--- config.mk ---
export PLATFORM = sky130hd
export DESIGN_NAME = atof_formatter
export DESIGN_NICKNAME = d
export VERILOG_FILES = /design/src/rtl/atof_pkg.sv /design/src/rtl/atof_hold_mem.sv /design/src/rtl/atof_formatter.sv
export SDC_FILE = /design/constraint.sdc
export NUM_CORES = 1
export LEC_CHECK = 0
export BUFFER_PORTS_ARGS = -buffer_cell sky130_fd_sc_hd__buf_2
export CORE_MARGIN = 5
export CORE_UTILIZATION = 60
export DETAILED_ROUTE_END_ITERATION = 16
export PLACE_DENSITY = 0.83
export SLEW_MARGIN = 0
export SYNTH_ARGS = -nofsm -noshare
export SYNTH_HDL_FRONTEND = slang
export SYNTH_SLANG_ARGS = --single-unit
--- constraint.sdc ---
create_clock -name ref_clk -period 4.1 [get_ports ref_clk]
set_clock_uncertainty 0.2 [all_clocks]
set_input_delay 0.41 -clock ref_clk [delete_from_list [all_inputs] [get_ports ref_clk]]
set_output_delay 0.41 -clock ref_clk [all_outputs]
set_load 0.05 [all_outputs]
--- src/rtl/atof_pkg.sv ---
// Package for the acceleration and temperature output formatter
package atof_pkg;
  // ----------------------------------------
  // Register offsets (register port address)
  // ----------------------------------------
  localparam logic [7:0] ACC_X_LOW_ADDR = 8'h04;
  localparam logic [7:0] ACC_X_HIGH_ADDR = 8'h05;
  localparam logic [7:0] ACC_Y_LOW_ADDR = 8'h06;
  localparam logic [7:0] ACC_Y_HIGH_ADDR = 8'h07;
  localparam logic [7:0] ACC_Z_LOW_ADDR = 8'h08;
  localparam logic [7:0] ACC_Z_HIGH_ADDR = 8'h09;
  localparam logic [7:0] TEMP_LOW_ADDR = 8'h12;
  localparam logic [7:0] TEMP_HIGH_ADDR = 8'h13;
  localparam logic [7:0] BYTE_RESET = 8'h00;
  localparam logic [7:0] UNMAPPED_DATA = 8'h00;
  // ----------------------------------------
  // Encoding constants
  // ----------------------------------------
  localparam int ACC_REDUCED_SHIFT = 4;
  localparam int ACC_HIRES_SHIFT = 2;
  localparam logic signed [15:0] HIRES_POS_LIMIT = 16'sh0fff;
  localparam logic signed [15:0] HIRES_NEG_LIMIT = -16'sh1000;
  localparam logic [15:0] CHECKSUM_FAIL_WORD = 16'h7fff;
  localparam logic [15:0] SELFTEST_FAIL_WORD = 16'hffff;
  localparam logic [15:0] TEMP_HIRES_NOMINAL = 16'h0200;
  localparam int NUM_AXES = 3;

  // Range and flavour selection
  typedef enum logic [1:0] {
    ATOF_SIX_REDUCED = 2'b00,
    ATOF_SIX_HIRES = 2'b01,
    ATOF_ONE_G = 2'b10
  } atof_mode_type;

  // Checksum and self-test alarm flags
  typedef struct packed {
    logic checksumFail;
    logic continuousSelftestFail;
    logic startupSelftestFail;
  } atof_alarm_type;

  // Register read request
  typedef struct packed {
    logic rdStrobe;
    logic [7:0] rdAddr;
  } atof_rd_type;
endpackage

--- src/rtl/atof_hold_mem.sv ---
// Holding store for captured low bytes, one per slot, registered read
`timescale 1ns/1ps
module atof_hold_mem (
  input wire logic ref_clk,
  input wire logic nrst,
  input wire logic wrEn,
  input wire logic [1:0] wrIdx,
  input wire logic [7:0] wrData,
  input wire logic [1:0] rdIdx,
  output logic [7:0] rdData
);
  logic [7:0] mem_reg [4];
  logic [7:0] mem_next [4];
  logic [7:0] rdData_next;

  // Next contents: only the written slot changes
  always_comb begin
    for (int i = 0; i < 4; i++) begin
      mem_next[i] = (wrEn && wrIdx == 2'(i)) ? wrData : mem_reg[i];
    end
    rdData_next = mem_reg[rdIdx];
  end

  // Storage registers
  always_ff @(posedge ref_clk or negedge nrst) begin
    if (!nrst) begin
      for (int i = 0; i < 4; i++) begin
        mem_reg[i] <= atof_pkg::BYTE_RESET;
      end
      rdData <= atof_pkg::BYTE_RESET;
    end else begin
      for (int i = 0; i < 4; i++) begin
        mem_reg[i] <= mem_next[i];
      end
      rdData <= rdData_next;
    end
  end
endmodule

--- src/rtl/atof_formatter.sv ---
// Output formatter with coherent high/low byte reads for acceleration and temperature
`timescale 1ns/1ps
module atof_formatter (
  input wire logic ref_clk,
  input wire logic nrst,
  input atof_pkg::atof_mode_type mode,
  input atof_pkg::atof_alarm_type alarm,
  input wire logic sampleValid,
  input wire logic signed [15:0] accX,
  input wire logic signed [15:0] accY,
  input wire logic signed [15:0] accZ,
  input wire logic signed [13:0] tempRaw,
  input atof_pkg::atof_rd_type rdReq,
  output logic [7:0] rdData,
  output logic rdValid
);
  // ----------------------------------------
  // Helpers
  // ----------------------------------------
  // Slot index of an address pair, 3 for temperature
  function automatic logic [1:0] slot_of(input logic [7:0] a);
    unique case (a)
      atof_pkg::ACC_X_LOW_ADDR, atof_pkg::ACC_X_HIGH_ADDR: slot_of = 2'h0;
      atof_pkg::ACC_Y_LOW_ADDR, atof_pkg::ACC_Y_HIGH_ADDR: slot_of = 2'h1;
      atof_pkg::ACC_Z_LOW_ADDR, atof_pkg::ACC_Z_HIGH_ADDR: slot_of = 2'h2;
      default: slot_of = 2'h3;
    endcase
  endfunction

  // True for any high-byte address
  function automatic logic is_high(input logic [7:0] a);
    is_high = (a == atof_pkg::ACC_X_HIGH_ADDR) || (a == atof_pkg::ACC_Y_HIGH_ADDR) ||
              (a == atof_pkg::ACC_Z_HIGH_ADDR) || (a == atof_pkg::TEMP_HIGH_ADDR);
  endfunction

  // True for any low-byte address
  function automatic logic is_low(input logic [7:0] a);
    is_low = (a == atof_pkg::ACC_X_LOW_ADDR) || (a == atof_pkg::ACC_Y_LOW_ADDR) ||
             (a == atof_pkg::ACC_Z_LOW_ADDR) || (a == atof_pkg::TEMP_LOW_ADDR);
  endfunction

  // Encode one acceleration sample for the selected range
  function automatic logic [15:0] enc_acc(input logic signed [15:0] v, input atof_pkg::atof_mode_type m,
                                          input atof_pkg::atof_alarm_type al);
    logic signed [15:0] c;
    c = v;
    if (m == atof_pkg::ATOF_SIX_HIRES) begin
      if (v > atof_pkg::HIRES_POS_LIMIT) c = atof_pkg::HIRES_POS_LIMIT;
      else if (v < atof_pkg::HIRES_NEG_LIMIT) c = atof_pkg::HIRES_NEG_LIMIT;
    end
    unique case (m)
      atof_pkg::ATOF_SIX_REDUCED: enc_acc = {v[11:0], 4'h0};
      atof_pkg::ATOF_SIX_HIRES: enc_acc = {c[13:0], 2'h0};
      default: enc_acc = v;
    endcase
    if (al.checksumFail) enc_acc = atof_pkg::CHECKSUM_FAIL_WORD;
    if (al.continuousSelftestFail || al.startupSelftestFail) enc_acc = atof_pkg::SELFTEST_FAIL_WORD;
  endfunction

  // ----------------------------------------
  // Live sample words
  // ----------------------------------------
  logic [15:0] liveWord [4];
  logic [15:0] tempWord;

  // Temperature layout per flavour; sensor code for high-res is unsigned
  always_comb begin
    if (mode == atof_pkg::ATOF_SIX_HIRES) begin
      tempWord = {2'h0, tempRaw[12:0], 1'b0};
    end else begin
      tempWord = {2'h0, tempRaw};
    end
  end

  // Latest samples, updated when a new sample arrives
  logic [15:0] sample_reg [4];
  logic [15:0] sample_next [4];

  genvar g;
  generate
    for (g = 0; g < atof_pkg::NUM_AXES; g++) begin : gAxis
      logic signed [15:0] axIn;
      assign axIn = (g == 0) ? accX : ((g == 1) ? accY : accZ);
      assign liveWord[g] = enc_acc(axIn, mode, alarm);
    end
  endgenerate
  assign liveWord[3] = tempWord;

  // Sample update logic
  always_comb begin
    for (int i = 0; i < 4; i++) begin
      sample_next[i] = sampleValid ? liveWord[i] : sample_reg[i];
    end
  end

  // Sample registers, reset to zero
  always_ff @(posedge ref_clk or negedge nrst) begin
    if (!nrst) begin
      for (int i = 0; i < 4; i++) begin
        sample_reg[i] <= 16'h0000;
      end
    end else begin
      for (int i = 0; i < 4; i++) begin
        sample_reg[i] <= sample_next[i];
      end
    end
  end

  // ----------------------------------------
  // Read decode and low-byte capture
  // ----------------------------------------
  logic rdHigh;
  logic rdLow;
  logic [1:0] rdSlot;
  logic [7:0] holdData;

  assign rdHigh = rdReq.rdStrobe && is_high(rdReq.rdAddr);
  assign rdLow = rdReq.rdStrobe && is_low(rdReq.rdAddr);
  assign rdSlot = slot_of(rdReq.rdAddr);

  // Captured low bytes, written only on a high-byte read
  atof_hold_mem uHold (
    .ref_clk(ref_clk),
    .nrst(nrst),
    .wrEn(rdHigh),
    .wrIdx(rdSlot),
    .wrData(sample_reg[rdSlot][7:0]),
    .rdIdx(rdSlot),
    .rdData(holdData)
  );

  // Answer pipeline: memory read lands one cycle after the strobe
  logic pendValid_reg;
  logic pendValid_next;
  logic pendLow_reg;
  logic pendLow_next;
  logic pendMapped_reg;
  logic pendMapped_next;
  logic [7:0] highByte_reg;
  logic [7:0] highByte_next;

  // Next answer state
  always_comb begin
    pendValid_next = rdReq.rdStrobe;
    pendLow_next = rdLow;
    pendMapped_next = rdHigh || rdLow;
    highByte_next = rdHigh ? sample_reg[rdSlot][15:8] : atof_pkg::UNMAPPED_DATA;
  end

  // Answer registers
  always_ff @(posedge ref_clk or negedge nrst) begin
    if (!nrst) begin
      pendValid_reg <= 1'b0;
      pendLow_reg <= 1'b0;
      pendMapped_reg <= 1'b0;
      highByte_reg <= atof_pkg::BYTE_RESET;
    end else begin
      pendValid_reg <= pendValid_next;
      pendLow_reg <= pendLow_next;
      pendMapped_reg <= pendMapped_next;
      highByte_reg <= highByte_next;
    end
  end

  // Read data mux; low byte always from the capture store
  assign rdValid = pendValid_reg;
  assign rdData = !pendMapped_reg ? atof_pkg::UNMAPPED_DATA : (pendLow_reg ? holdData : highByte_reg);
endmodule

==> qor.yml <==
die:
  die_area_um2: 11500
  die_x_um: 107
  die_y_um: 107
  rows: 35
  start_util_pct: 61.5
  num_io_pins: 88
  coreArea_um2: 9240
worst_setup_path:
  cp-end-kind: "output port"
  path_max_fanout: 8
  start_kind: "flip-flop"
  critPathRequiredTime_ns: 3.49
  arrival_ns: 1.73
  critPathKind: "reg -> out"
global_routing:
  grt_overflow: 0
  grt_max_degree: 80
  grtUsageMet1_pct: 41.6
  grt_pass1_vias: 5517
  track_usage_pct: 32.5
  busiest_layer: "met2"
  grt_pass1_wl_mm: 28.9
  grt_antenna_before_repair: 1
  met3_usage_pct: 8.34
  use_met2_pct: 53.2
power:
  p_clk_share_pct: 51.1
  pwr-share-seq_pct: 38.1
  p_leak_nw: 2.98
  power_frac_comb_pct: 10.8
  p_sw_share_pct: 23.9
  p_int_mw: 2.46
  ir_drop_mv: 0.297
  power.density_nw_per_um2: 449
  switchingPower_uw: 771
routing:
  drc: 0
  vias: 5553
  wl_mm: 17.9
  vias_per_cell: 6.63
  wl_per_cell_um: 21.3
  ant_nets: 0
  drtIter0Drc: 811
  drt_pass1_iterations: 6
layout:
  largest_register_ffs: 62
  areaGrowthSynthToFinish_pct: 26.5
  num-fill-cells: 542
  multi_input_comb_area_um2: 2690
  fin_area_um2: 7190
  drive_above_1_share_pct: 24.0
  fin_cells: 838
  register_area_um2: 2830
  nNetsFinal: 776
timing:
  maxSlewViolCount: 0
  setup_viol: 0
  hold_viol: 0
  finalCriticalPeriod_ns: 2.34
  max_freq_ghz: 0.427
  final.period_utilization_pct: 57.1
  slew_headroom_pct: 40.6
  setup_ws_ns: 1.76
  rsz0062_at_grt: "false"
  setup-tns-final_ns: 0
  tightest_slew_ns: 0.888
yosys:
  synth_cell_types: 40
  synth_compound_area_share_pct: 19.2
  synth.area.mux_share_pct: 10.1
  syn-num-nets: 671
  ys.warnings.count: 0
  syn_area_um2: 5690
  synth_top_family_by_area: "compound AO/OA/AOI/OAI gates"
  synthSimpleGateAreaFrac_pct: 17.5
  syn_inst: 592
  synth-adder-area-share_pct: 0
  synth.avg_cell_area_um2: 9.60
  ys_seq_elements: 113
  yosys.area_share.xor_xnor_pct: 0.154
  synth_seq_area_share_pct: 49.7
run_status:
  outcome: "completed"
cts:
  post_cts_buffers: 0
  numCtsBuffers: 17
  cts.sinks: 113
  cts_resized: 0
  clk_pin_slew_ns: 0.06
  root_buffer: "clkbuf_8"
  clk_latency_ns: 0.52
  cts_htree_levels: 4
  cts_buffer_depth: 2
  cts_hold_buf: 35
  tritoncts: "built"
placement:
  dp_hpwl_mm: 10.9
  place_area_um2: 6190
  place_ws_ns: 1.49
  place_inst: 772
  io_buffer_count: 87
  gp_congestion: 0.888
run:
  maxCapViolations: 0
min_path:
  hold_class: "in -> reg"
[worst max-delay path: stages (launching register included)]
cell	delay (ns)
dfrtp_1	0.59
mux2i_1	0.34
nor2b_1	0.07
buf_2	0.21
[cell families (layout without fill, tap and decap cells)]
group                  count (synthesis)  after routing
AO/OA/AOI/OAI                        172            172
other                                  0              1
AND/OR/NAND/NOR                      206            206
XOR/XNOR                               1              1
flip-flops                           113            113
buffers and inverters                 46            162
multiplexers                          54             54
[synthesized netlist by cell type]
cell type | n | area, µm²
a211oi_1 | 4 | 30.0
a21oi_1 | 25 | 125
a221oi_1 | 3 | 26.3
a22oi_1 | 30 | 225
a31oi_1 | 49 | 307
a32oi_1 | 1 | 8.76
and2_1 | 2 | 12.5
and3_1 | 2 | 12.5
buf_1 | 1 | 3.75
buf_2 | 3 | 15.0
buf_6 | 1 | 11.3
clkbuf_1 | 39 | 146
dfrtp_1 | 113 | 2830
inv_1 | 2 | 7.51
mux2_2 | 27 | 304
mux2i_1 | 27 | 270
nand2_1 | 49 | 184
nand2b_1 | 4 | 25.0
nand3_1 | 22 | 110
nor2_1 | 84 | 315
nor2_2 | 1 | 6.26
nor2b_1 | 11 | 68.8
nor3_1 | 13 | 65.1
nor3_4 | 1 | 16.3
nor3b_2 | 1 | 12.5
nor4_1 | 1 | 6.26
nor4_4 | 3 | 63.8
nor4b_2 | 1 | 15.0
o211ai_1 | 11 | 82.6
o21a_1 | 3 | 22.5
o21ai_0 | 39 | 195
o221a_2 | 5 | 56.3
o22ai_1 | 1 | 6.26
o32ai_1 | 1 | 8.76
or2_2 | 1 | 6.26
or3_1 | 6 | 37.5
or3b_2 | 2 | 17.5
or4_4 | 1 | 11.3
or4bb_1 | 1 | 11.3
xnor2_1 | 1 | 8.76
[stage by stage]
stage	utilization, %	total power [mW]	hold WS [ns]
finish	77.8	3.23	0.0391
global route	77.8	3.32	0.0474
CTS	77.8	3.20	0.0269
floorplan	-	1.40	-0.0856
global placement	66.9	1.53	0.282
detailed placement	66.9	1.54	0.284
[final timing paths]
kind                       slack, ns      startpoint  cells after the start           endpoint
max                             1.76     pendLow_reg                      3          rdData[7]
max in group asynchronous       2.48            nrst                      3      sample_reg[1]
min                             0.04         accY[7]                      3     sample_reg[43]
min in group asynchronous       0.33            nrst                      2   uHold.mem_reg[9]
min reg2reg                     0.31  sample_reg[51]                      1  uHold.mem_reg[27]
max reg2reg                     2.53  sample_reg[13]                      3     sample_reg[13]
[cell type report]
type / instances / area share (%)
repair buffers: 130 / 11.8
well taps: 129 / 2.24
multi-input cells: 433 / 37.4
inverters: 2 / 0.104
clock inverters: 11 / 2.92
diodes: 1 / 0.0348
flip-flops and latches: 113 / 39.3
clock buffers: 19 / 6.14
[cells in the final DEF, fill, tap and decap left out, types with 2 or more instances in the layout]
cell,count
nand3_1,22
bufinv_16,6
nor4_4,3
and2_1,2
nor2b_1,11
clkbuf_16,16
dfrtp_1,113
buf_4,9
nor3_1,13
inv_1,2
nor2_1,83
a22oi_1,30
a21oi_1,25
nor2_2,2
o221a_2,5
o21a_1,3
o211ai_1,11
mux2i_1,27
dlygate4sd3_1,35
mux2_2,27
nand2_1,49
o21ai_0,39
clkinv_2,3
a31oi_1,49
buf_2,86
clkinvlp_4,2
clkbuf_8,3
or3b_2,2
and3_1,2
nand2b_1,4
or3_1,6
a221oi_1,3
a211oi_1,4
[power groups by stage]
stage / Clock (mW) / Combinational (mW) / Sequential [mW]
floorplan: 0 / 0.177 / 1.22
global placement: 0 / 0.288 / 1.24
finish: 1.65 / 0.350 / 1.23
CTS: 1.64 / 0.338 / 1.22
detailed placement: 0 / 0.299 / 1.24
global route: 1.71 / 0.382 / 1.23
[routing by layer]
| metal | wire (µm) | part of all wire [%] | vias up |
|---|---|---|---|
| met5 | 0 | 0 | - |
| met4 | 738 | 4.1 | 0 |
| met3 | 1760 | 9.8 | 74 |
| met2 | 8690 | 49 | 406 |
| met1 | 6690 | 37 | 2695 |
| li1 | - | - | 2378 |
Note: power is estimated with default switching activity, not from simulation.
